File: config.mk
export PLATFORM = sky130hd
export DESIGN_NAME = srtc_dev_flat
export DESIGN_NICKNAME = d
export VERILOG_FILES = /design/src/design/srtc_pkg.sv /design/src/design/srtc_if.sv /design/src/design/srtc_dev.sv /design/src/flat_wrapper.sv
export SDC_FILE = /design/constraint.sdc
export NUM_CORES = 1
export LEC_CHECK = 0
export CAP_MARGIN = 25
export CORE_ASPECT_RATIO = 1.5
export CORE_UTILIZATION = 35
export CTS_BUF_LIST = sky130_fd_sc_hd__clkbuf_8
export CTS_CLUSTER_DIAMETER = 30
export DETAILED_ROUTE_END_ITERATION = 16
export DONT_BUFFER_PORTS = 1
export GPL_TIMING_DRIVEN = 0
export HOLD_SLACK_MARGIN = 0.08
export MAX_ROUTING_LAYER = met4
export PLACE_DENSITY = 0.48
export REMOVE_ABC_BUFFERS = 1
export SKIP_LAST_GASP = 1
export SYNTH_ARGS = -nofsm -noshare
export SYNTH_HDL_FRONTEND = slang
export SYNTH_SLANG_ARGS = --single-unit
export TNS_END_PERCENT = 20
File: constraint.sdc
create_clock -name i_mclk -period 5.2 [get_ports i_mclk]
set_input_delay 0.52 -clock i_mclk [delete_from_list [all_inputs] [get_ports i_mclk]]
set_output_delay 0.52 -clock i_mclk [all_outputs]
set_load 0.02 [all_outputs]
File: src/design/srtc_pkg.sv
// Shared constants for the serial pattern timekeeper and its host controller
package srtc_pkg;

  // ----------------------------------------------------------------
  // Serial protocol
  // ----------------------------------------------------------------
  localparam int unsigned PAT_BITS = 64;
  localparam int unsigned DATA_BITS = 64;
  localparam int unsigned CYCLE_BITS = PAT_BITS + DATA_BITS;
  localparam int unsigned PTR_W = 8;
  localparam logic [PTR_W-1:0] PTR_LAST_PAT = PTR_W'(PAT_BITS - 1);
  localparam logic [PTR_W-1:0] PTR_LAST = PTR_W'(CYCLE_BITS - 1);
  // Recognition pattern, bit 0 sent first; arbitrary value
  localparam logic [PAT_BITS-1:0] PATTERN = 64'h0123_4567_89ab_cdef;
  localparam int unsigned WE_ADDR_BIT = 2;
  localparam int unsigned DIN_ADDR_BIT = 0;
  localparam int unsigned DOUT_DATA_BIT = 7;

  // ----------------------------------------------------------------
  // Time registers
  // ----------------------------------------------------------------
  typedef logic [7:0] srtc_byte_t;
  localparam logic [2:0] REG_HUND = 3'h0;
  localparam logic [2:0] REG_SEC = 3'h1;
  localparam logic [2:0] REG_MIN = 3'h2;
  localparam logic [2:0] REG_HOUR = 3'h3;
  localparam logic [2:0] REG_DAY = 3'h4;
  localparam logic [2:0] REG_DATE = 3'h5;
  localparam logic [2:0] REG_MONTH = 3'h6;
  localparam logic [2:0] REG_YEAR = 3'h7;
  localparam int unsigned HOUR_12H_BIT = 7;
  localparam int unsigned HOUR_PM_BIT = 5;
  localparam int unsigned DAY_OSC_OFF_BIT = 5;
  // Bits that exist in each register; the rest read as zero
  localparam srtc_byte_t ZERO_MASK [8] = '{8'hff, 8'h7f, 8'h7f, 8'hbf,
                                          8'h27, 8'h3f, 8'h1f, 8'hff};
  localparam srtc_byte_t RESET_VAL [8] = '{8'h00, 8'h00, 8'h00, 8'h00,
                                          8'h01, 8'h01, 8'h01, 8'h00};

  // ----------------------------------------------------------------
  // Timing
  // ----------------------------------------------------------------
  localparam int unsigned XTAL_HZ = 32768;
  localparam int unsigned HUND_PER_S = 100;
  localparam int unsigned TICKS_PER_HUND = XTAL_HZ / HUND_PER_S;
  localparam logic [8:0] TICK_LAST = 9'(TICKS_PER_HUND - 1);
  localparam int unsigned CLK_NS = 50;
  localparam int unsigned ACCESS_NS = 150;
  localparam int unsigned ACCESS_CYC = (ACCESS_NS + CLK_NS - 1) / CLK_NS;
  localparam logic [1:0] ACC_LAST = 2'(ACCESS_CYC - 1);

  // ----------------------------------------------------------------
  // Host register map
  // ----------------------------------------------------------------
  localparam logic [11:0] OFS_MCR = 12'h000;
  localparam logic [11:0] OFS_CMD = 12'h004;
  localparam logic [11:0] OFS_STAT = 12'h008;
  localparam int unsigned MCR_SEL_BIT = 2;
  localparam int unsigned CMD_DATA_BIT = 0;
  localparam int unsigned CMD_READ_BIT = 1;

endpackage

File: src/design/srtc_if.sv
// Bytewide memory bus between host controller and serial timekeeper
`timescale 1ns/1ns
interface srtc_if;
  logic [15:0] addr;
  logic ce1_n;
  logic ce2_n;
  logic rw_n;
  logic [7:0] hdata_o;
  logic hdata_oe;
  logic d7_o;
  logic d7_oe;
  logic [7:0] data;

  // Undriven data lines float high through pull-ups
  assign data = hdata_oe ? hdata_o : {(d7_oe ? d7_o : 1'b1), 7'h7f};

  modport host (
    output addr, ce1_n, ce2_n, rw_n, hdata_o, hdata_oe,
    input data
  );
  modport dev (
    input addr, ce2_n,
    output d7_o, d7_oe
  );
endinterface

File: src/design/srtc_dev.sv
// Serial pattern timekeeper: pattern check, bit pointer and BCD calendar
// ------------------------------------------------------------------
// ------------------------------------------------------------------
`timescale 1ns/1ns
module srtc_dev (
  // Clock, reset, enable
  input wire logic i_mclk,
  input wire logic i_rst,
  input wire logic i_ce,
  // Crystal tick, one pulse per 32 kHz period
  input wire logic i_osc_tick,
  // Memory bus
  srtc_if.dev bus,
  // Status
  output logic o_osc_run,
  output logic o_unlocked,
  output logic [srtc_pkg::PTR_W-1:0] o_ptr
);
  import srtc_pkg::*;

  typedef enum logic [1:0] {ST_HUNT, ST_DATA, ST_DONE, ST_HALT} srtc_ptr_e;

  srtc_ptr_e st_q;
  logic [PTR_W-1:0] ptr_q;
  logic sel_q;
  logic a2_q;
  logic a0_q;
  logic d7_q;
  logic d7_oe_q;
  logic osc_run_q;
  logic unlocked_q;
  srtc_byte_t tr_q [8];
  srtc_byte_t tn [8];
  logic [8:0] pre_q;
  logic sel;
  logic acc_end;
  logic do_rd;
  logic do_wr;
  logic [2:0] ri;
  logic [2:0] bi;
  logic rd_bit;
  logic osc_off;
  logic hund_tick;
  logic c;
  logic [8:0] t9;
  logic [7:0] h;
  logic pm;

  // ----------------------------------------------------------------
  // BCD helpers
  // ----------------------------------------------------------------
  // Returns {carry, next}; out-of-range values also wrap to lo
  function automatic logic [8:0] bcd_inc(input logic [7:0] v, input logic [7:0] lo,
                                         input logic [7:0] hi);
    if (v >= hi) begin
      return {1'b1, lo};
    end else if (v[3:0] >= 4'h9) begin
      return {1'b0, v[7:4] + 4'h1, 4'h0};
    end
    return {1'b0, v + 8'h01};
  endfunction

  function automatic logic [7:0] month_days(input logic [7:0] mon, input logic [7:0] yr);
    logic leap;
    leap = yr[4] ? (yr[3:0] == 4'h2 || yr[3:0] == 4'h6)
                 : (yr[3:0] == 4'h0 || yr[3:0] == 4'h4 || yr[3:0] == 4'h8);
    case (mon)
      8'h02: return leap ? 8'h29 : 8'h28;
      8'h04, 8'h06, 8'h09, 8'h11: return 8'h30;
      default: return 8'h31;
    endcase
  endfunction

  // ----------------------------------------------------------------
  // Bus sampling
  // ----------------------------------------------------------------
  assign sel = ~bus.ce2_n;
  // The access is acted on when the select is released, so the host may
  // sample the output bit for the whole cycle before the pointer moves.
  assign acc_end = sel_q & ~sel;
  assign do_rd = acc_end & a2_q;
  assign do_wr = acc_end & ~a2_q;
  assign ri = ptr_q[5:3];
  assign bi = ptr_q[2:0];

  always_ff @(posedge i_mclk or posedge i_rst) begin
    if (i_rst) begin
      sel_q <= 1'b0;
      a2_q <= 1'b0;
      a0_q <= 1'b0;
    end else if (i_ce) begin
      sel_q <= sel;
      // Strobe direction is not looked at; address carries the intent
      if (sel) begin
        a2_q <= bus.addr[WE_ADDR_BIT];
        a0_q <= bus.addr[DIN_ADDR_BIT];
      end
    end
  end

  // ----------------------------------------------------------------
  // Bit pointer
  // ----------------------------------------------------------------
  always_ff @(posedge i_mclk or posedge i_rst) begin
    if (i_rst) begin
      st_q <= ST_HUNT;
      ptr_q <= '0;
    end else if (i_ce) begin
      case (st_q)
        ST_HUNT: begin
          if (do_rd) begin
            ptr_q <= '0;
          end else if (do_wr) begin
            if (a0_q == PATTERN[ptr_q[5:0]]) begin
              ptr_q <= ptr_q + 8'h01;
              if (ptr_q == PTR_LAST_PAT) begin
                st_q <= ST_DATA;
              end
            end else begin
              st_q <= ST_HALT;
            end
          end
        end
        ST_DATA: begin
          if (acc_end) begin
            ptr_q <= ptr_q + 8'h01;
            if (ptr_q == PTR_LAST) begin
              st_q <= ST_DONE;
            end
          end
        end
        ST_DONE, ST_HALT: begin
          // Only a read brings the pointer back to the start
          if (do_rd) begin
            ptr_q <= '0;
            st_q <= ST_HUNT;
          end
        end
        default: begin
          st_q <= ST_HUNT;
        end
      endcase
    end
  end

  // ----------------------------------------------------------------
  // Serial output
  // ----------------------------------------------------------------
  assign rd_bit = (st_q == ST_DATA) ? tr_q[ri][bi] : 1'b0;

  always_ff @(posedge i_mclk or posedge i_rst) begin
    if (i_rst) begin
      d7_q <= 1'b0;
      d7_oe_q <= 1'b0;
    end else if (i_ce) begin
      d7_q <= rd_bit;
      d7_oe_q <= sel & bus.addr[WE_ADDR_BIT];
    end
  end

  assign bus.d7_o = d7_q;
  assign bus.d7_oe = d7_oe_q;

  // ----------------------------------------------------------------
  // Prescaler
  // ----------------------------------------------------------------
  // 32768/100 does not divide; the hundredth runs slightly fast
  assign osc_off = tr_q[REG_DAY][DAY_OSC_OFF_BIT];
  assign hund_tick = ~osc_off & i_osc_tick & (pre_q == TICK_LAST);

  always_ff @(posedge i_mclk or posedge i_rst) begin
    if (i_rst) begin
      pre_q <= '0;
    end else if (i_ce && !osc_off && i_osc_tick) begin
      pre_q <= (pre_q == TICK_LAST) ? 9'h000 : pre_q + 9'h001;
    end
  end

  // ----------------------------------------------------------------
  // Calendar chain and serial writes
  // ----------------------------------------------------------------
  always_comb begin
    tn = tr_q;
    c = 1'b0;
    t9 = '0;
    h = '0;
    pm = 1'b0;
    if (hund_tick) begin
      t9 = bcd_inc(tr_q[REG_HUND], 8'h00, 8'h99);
      tn[REG_HUND] = t9[7:0];
      c = t9[8];
      if (c) begin
        t9 = bcd_inc(tr_q[REG_SEC], 8'h00, 8'h59);
        tn[REG_SEC] = t9[7:0];
        c = t9[8];
      end
      if (c) begin
        t9 = bcd_inc(tr_q[REG_MIN], 8'h00, 8'h59);
        tn[REG_MIN] = t9[7:0];
        c = t9[8];
      end
      if (c) begin
        if (tr_q[REG_HOUR][HOUR_12H_BIT]) begin
          h = {3'h0, tr_q[REG_HOUR][4:0]};
          pm = tr_q[REG_HOUR][HOUR_PM_BIT];
          c = pm && (h == 8'h11);
          if (h == 8'h11) begin
            pm = ~pm;
          end
          t9 = bcd_inc(h, 8'h01, 8'h12);
          tn[REG_HOUR] = {1'b1, 1'b0, pm, t9[4:0]};
        end else begin
          t9 = bcd_inc({2'h0, tr_q[REG_HOUR][5:0]}, 8'h00, 8'h23);
          tn[REG_HOUR] = {2'h0, t9[5:0]};
          c = t9[8];
        end
      end
      if (c) begin
        t9 = bcd_inc({5'h0, tr_q[REG_DAY][2:0]}, 8'h01, 8'h07);
        tn[REG_DAY] = {tr_q[REG_DAY][7:3], t9[2:0]};
        t9 = bcd_inc(tr_q[REG_DATE], 8'h01, month_days(tr_q[REG_MONTH], tr_q[REG_YEAR]));
        tn[REG_DATE] = t9[7:0];
        c = t9[8];
        if (c) begin
          t9 = bcd_inc(tr_q[REG_MONTH], 8'h01, 8'h12);
          tn[REG_MONTH] = t9[7:0];
          c = t9[8];
        end
        if (c) begin
          t9 = bcd_inc(tr_q[REG_YEAR], 8'h00, 8'h99);
          tn[REG_YEAR] = t9[7:0];
        end
      end
    end
    // A serial write lands on top of any increment in the same cycle
    if (do_wr && st_q == ST_DATA) begin
      tn[ri][bi] = a0_q & ZERO_MASK[ri][bi];
    end
  end

  always_ff @(posedge i_mclk or posedge i_rst) begin
    if (i_rst) begin
      for (int i = 0; i < 8; i++) begin
        tr_q[i] <= RESET_VAL[i];
      end
    end else if (i_ce) begin
      tr_q <= tn;
    end
  end

  // ----------------------------------------------------------------
  // Status outputs
  // ----------------------------------------------------------------
  always_ff @(posedge i_mclk or posedge i_rst) begin
    if (i_rst) begin
      osc_run_q <= 1'b0;
      unlocked_q <= 1'b0;
    end else if (i_ce) begin
      osc_run_q <= ~osc_off;
      unlocked_q <= (st_q == ST_DATA);
    end
  end

  assign o_osc_run = osc_run_q;
  assign o_unlocked = unlocked_q;
  assign o_ptr = ptr_q;

endmodule

File: src/flat_wrapper.sv
// flat-port wrapper written by rule: the top's interface ports become plain ports
module srtc_dev_flat import srtc_pkg::*;
  (i_mclk, i_rst, i_ce, i_osc_tick, o_osc_run, o_unlocked, o_ptr, bus_addr, bus_ce2_n, bus_d7_o, bus_d7_oe);
  srtc_if bus_i ();
  input wire logic i_mclk;
  input wire logic i_rst;
  input wire logic i_ce;
  input wire logic i_osc_tick;
  output logic o_osc_run;
  output logic o_unlocked;
  output logic [srtc_pkg::PTR_W-1:0] o_ptr;
  input wire logic [$bits(bus_i.addr)-1:0] bus_addr;
  input wire logic [$bits(bus_i.ce2_n)-1:0] bus_ce2_n;
  output wire logic [$bits(bus_i.d7_o)-1:0] bus_d7_o;
  output wire logic [$bits(bus_i.d7_oe)-1:0] bus_d7_oe;
  assign bus_i.addr = bus_addr;
  assign bus_i.ce2_n = bus_ce2_n;
  assign bus_d7_o = bus_i.d7_o;
  assign bus_d7_oe = bus_i.d7_oe;
  srtc_dev u_core (.i_mclk(i_mclk), .i_rst(i_rst), .i_ce(i_ce), .i_osc_tick(i_osc_tick), .bus(bus_i), .o_osc_run(o_osc_run), .o_unlocked(o_unlocked), .o_ptr(o_ptr));
endmodule
==> flow_metrics.tcl <==
set metrics [dict create \
    status "finished, final reports clean" \
    worstPathArrival_ns 4.29 \
    synth-simple-area-share_pct 22.75 \
    place_area_um2 7771 \
    rsz0062_at_grt "false" \
    vias_per_cell 6.097 \
    grt_pass1_vias 7020 \
    drt_wl_total_um 26320 \
    finalNetCount 976 \
    rows 64 \
    peakVddDrop_v 0.0001258 \
    end_kind "flop" \
    yosysSeqAreaShare_pct 30.47 \
    mappedNetlistArea_um2 7403 \
    ys_seq_elements 90 \
    period_share_pct 77.24 \
    r2r_cells 14 \
    r2r_start "u_core.tr_q[13]$_DFFE_PP0P_" \
    hold_path_end "u_core.tr_q[8]$_DFFE_PP1P_" \
    async_flop_share_pct 100.0 \
    h-tree-depth 3 \
    max_slew_margin_pct 27.04 \
    dp_worst_setup_slack_ns 1.253 \
    initial_core_util_pct 35.97 \
    critPathMaxFanout 11 \
    io_pins 33 \
    grt-ovfl-total 0 \
    drt_iter0_drc 487 \
    final_area_um2 7959 \
    holdWs_ns 0.1682 \
    r2r_slack_ns 1.18 \
    fin_skew_ns 0.01623 \
    setup_slack_ns 1.183 \
    synthAdderAreaFrac_pct 9.633 \
    grt_first_pass_wirelength_um 41640 \
    yosys.cell_types.count 76 \
    dr.pass1.iters 5 \
    drive_above_1_share_pct 7.752 \
    diodes 0 \
    hold_violations 0 \
    post_cts_buffers 0 \
    antenna_found_initial 0 \
    final-max-slew-violation-count 0 \
    synth_warnings 0 \
    hold_path.class "input pin to flop" \
    vias 7115 \
    coreArea_um2 20580 \
    synth_compound_area_share_pct 25.98 \
    cts_tree "yes" \
    critPathLaunch "u_core.tr_q[13]$_DFFE_PP0P_" \
    fillers 2138 \
    p_leak_nw 3.242 \
    required_ns 5.48 \
    grt_max_degree 95 \
    hpwl_um 18900 \
    crit_buf_inv 1 \
    slowest_delay_ns 0.60 \
    place_inst 1149 \
    wire_per_inst_um 22.56 \
    fin_crit_ns 4.017 \
    clock_path_buffers 2 \
    worstMarginPinSlew_ns 1.086 \
    synth_cells 923 \
    crit_chain "inv_1 > ha_1 > nor2b_1 > nand4b_1 > nor3_1 > a31oi_1 > ha_1 > or4b_2 > a211oi_1 > o21a_1 > nor3_1 > and4_1 > a221oi_1 > o22ai_1" \
    avgSynthCellArea_um2 8.021 \
    syn_to_final_growth_pct 7.504 \
    clock_latency_ns 0.42 \
    instances_no_fill 1167 \
    die_x_um 120.8 \
    muxShareOfSynthArea_pct 4.969 \
    synth_top_family_by_area "compound AO/OA/AOI/OAI gates" \
    grt_use_total_pct 25.91 \
    synth_xor_area_share_pct 1.183 \
    critPathKind "flop to flop" \
    cts-buffers-inserted 9 \
    portBuffers 0 \
    setup_viol 0 \
    synth_flop_cell "dfrtp_1" \
    path_delay_family "simple AND/OR/NAND/NOR gates" \
    cp.depth 14 \
    cellPowerDensity_nw_per_um2 260.1 \
    crit_slowest_cell "or4b_2" \
    root_buffer "clkbuf_8" \
    synth_edf_count 0 \
    die_area_um2 21750 \
    hold_path_depth 1 \
    gp_congestion 0.8808 \
    clk_pin_slew_ns 0.09 \
    antenna_left 0 \
    start_kind "flop" \
    max_freq_mhz 249.0 \
    cap_violations 0 \
    min_from "i_ce" \
    cts_resized 0 \
    die_y_um 180.1 \
    route.detailed.drc 0 \
    reg2reg_to "u_core.tr_q[13]$_DFFE_PP0P_" \
    cts.sinks 90 \
]
[cell usage in the layout (no fill, tap or decap), types with 7 or more instances in the layout]
cell type / Yosys / layout
dfrtp_1: 87 / 86
nor2_1: 71 / 71
a21oi_1: 66 / 66
nor4_1: 11 / 11
mux2i_1: 12 / 12
or3_1: 8 / 8
o22ai_1: 15 / 15
nand4_1: 10 / 10
o31ai_1: 14 / 14
nand3_1: 33 / 33
o211ai_1: 12 / 12
clkbuf_8: 0 / 9
o21ai_0: 94 / 94
nand2_1: 112 / 112
mux2_2: 10 / 10
and3_1: 13 / 13
inv_1: 41 / 41
nand2b_1: 8 / 8
a22oi_1: 7 / 7
nor3_1: 24 / 21
a22o_1: 9 / 9
and2_1: 7 / 7
a221oi_1: 12 / 12
ha_1: 57 / 57
a31oi_1: 22 / 22
nor2b_1: 12 / 12
[layout make-up]
class	count	area [µm²]	share of cell area, %
Multi-Input combinational cell	736	4802	60.34
Clock inverter	7	46.29	0.5817
Timing Repair Buffer	15	224.0	2.814
Inverter	46	175.2	2.201
Sequential cell	90	2257	28.36
Clock buffer	9	123.9	1.556
Tap cell	264	330.3	4.150
[metrics by stage]
stage	total power [mW]	utilization (%)	setup TNS (ns)
2_1_floorplan	1.272	-	0
3_3_place_gp	1.534	36.61	-6.877
3_5_place_dp	1.590	37.76	0
4_1_cts	2.078	38.64	0
5_1_grt	2.191	38.67	0
6_report	2.070	38.67	0
[timing repair]
action / CTS / global route
hold buffers: 1 / 0
endpoints found under the hold margin: 24 / 0
endpoints found under the setup margin: 0 / 0
[worst max path at each step]
| stage | slack, ns | endpoint |
|---|---|---|
| 2_1_floorplan | 1.80 | u_core.tr_q[13]$_DFFE_PP0P_ |
| 3_3_place_gp | -0.60 | u_core.tr_q[23]$_DFFE_PP0P_ |
| 3_5_place_dp | 1.25 | u_core.tr_q[13]$_DFFE_PP0P_ |
| 4_1_cts | 1.22 | u_core.tr_q[13]$_DFFE_PP0P_ |
| 5_1_grt | 0.90 | u_core.tr_q[13]$_DFFE_PP0P_ |
| 6_report | 1.18 | u_core.tr_q[13]$_DFFE_PP0P_ |
[cells in the mapped netlist (13+ instances only)]
cell | number | area (µm²)
clkbuf_1 | 40 | 150.1
o21ai_0 | 94 | 470.5
dfrtp_1 | 87 | 2177
nor3_1 | 24 | 120.1
ha_1 | 57 | 713.2
o22ai_1 | 15 | 93.84
a31oi_1 | 22 | 137.6
nand2_1 | 112 | 420.4
nor2_1 | 71 | 266.5
and3_1 | 13 | 81.33
a21oi_1 | 66 | 330.3
o31ai_1 | 14 | 105.1
nand3_1 | 33 | 165.2
inv_1 | 41 | 153.9
[flip-flops by register name, indices dropped and copies added, names as in the netlist]
name and count:
u_core.o_unlocked 1, u_core.osc_off 1, u_core.o_ptr 8, u_core.tr_q 63, u_core.sel_q 1, u_core.a2_q 1
u_core.pre_q 9, u_core.a0_q 1, u_core.o_osc_run 1, u_core.bus.d7_oe 1, u_core.st_q 2, u_core.bus.d7_o 1
[layer usage]
layer | up-vias | share of wire (%) | global-route usage [%]
met5 | - | 0 | -
met4 | 0 | 4.1 | 12.89
met1 | 3474 | 42 | 30.10
met3 | 70 | 4.4 | 3.639
li1 | 3366 | - | -
met2 | 205 | 50 | 43.29
[power breakdown]
| group | switching, mW | total, mW | internal (mW) |
|---|---|---|---|
| clock network | 0.305 | 0.479 | 0.174 |
| registers | 0.172 | 0.932 | 0.761 |
| logic | 0.433 | 0.659 | 0.226 |
[logic make-up after synthesis]
kind of cell / Yosys count
muxes: 28
adders and majority gates: 57
AOI/OAI and AO/OA: 302
buffers and inverters: 97
DFF: 90
xor gates and xnor gates: 10
and+or+nand+nor: 339
No activity file was read; power rests on OpenSTA's default activity.
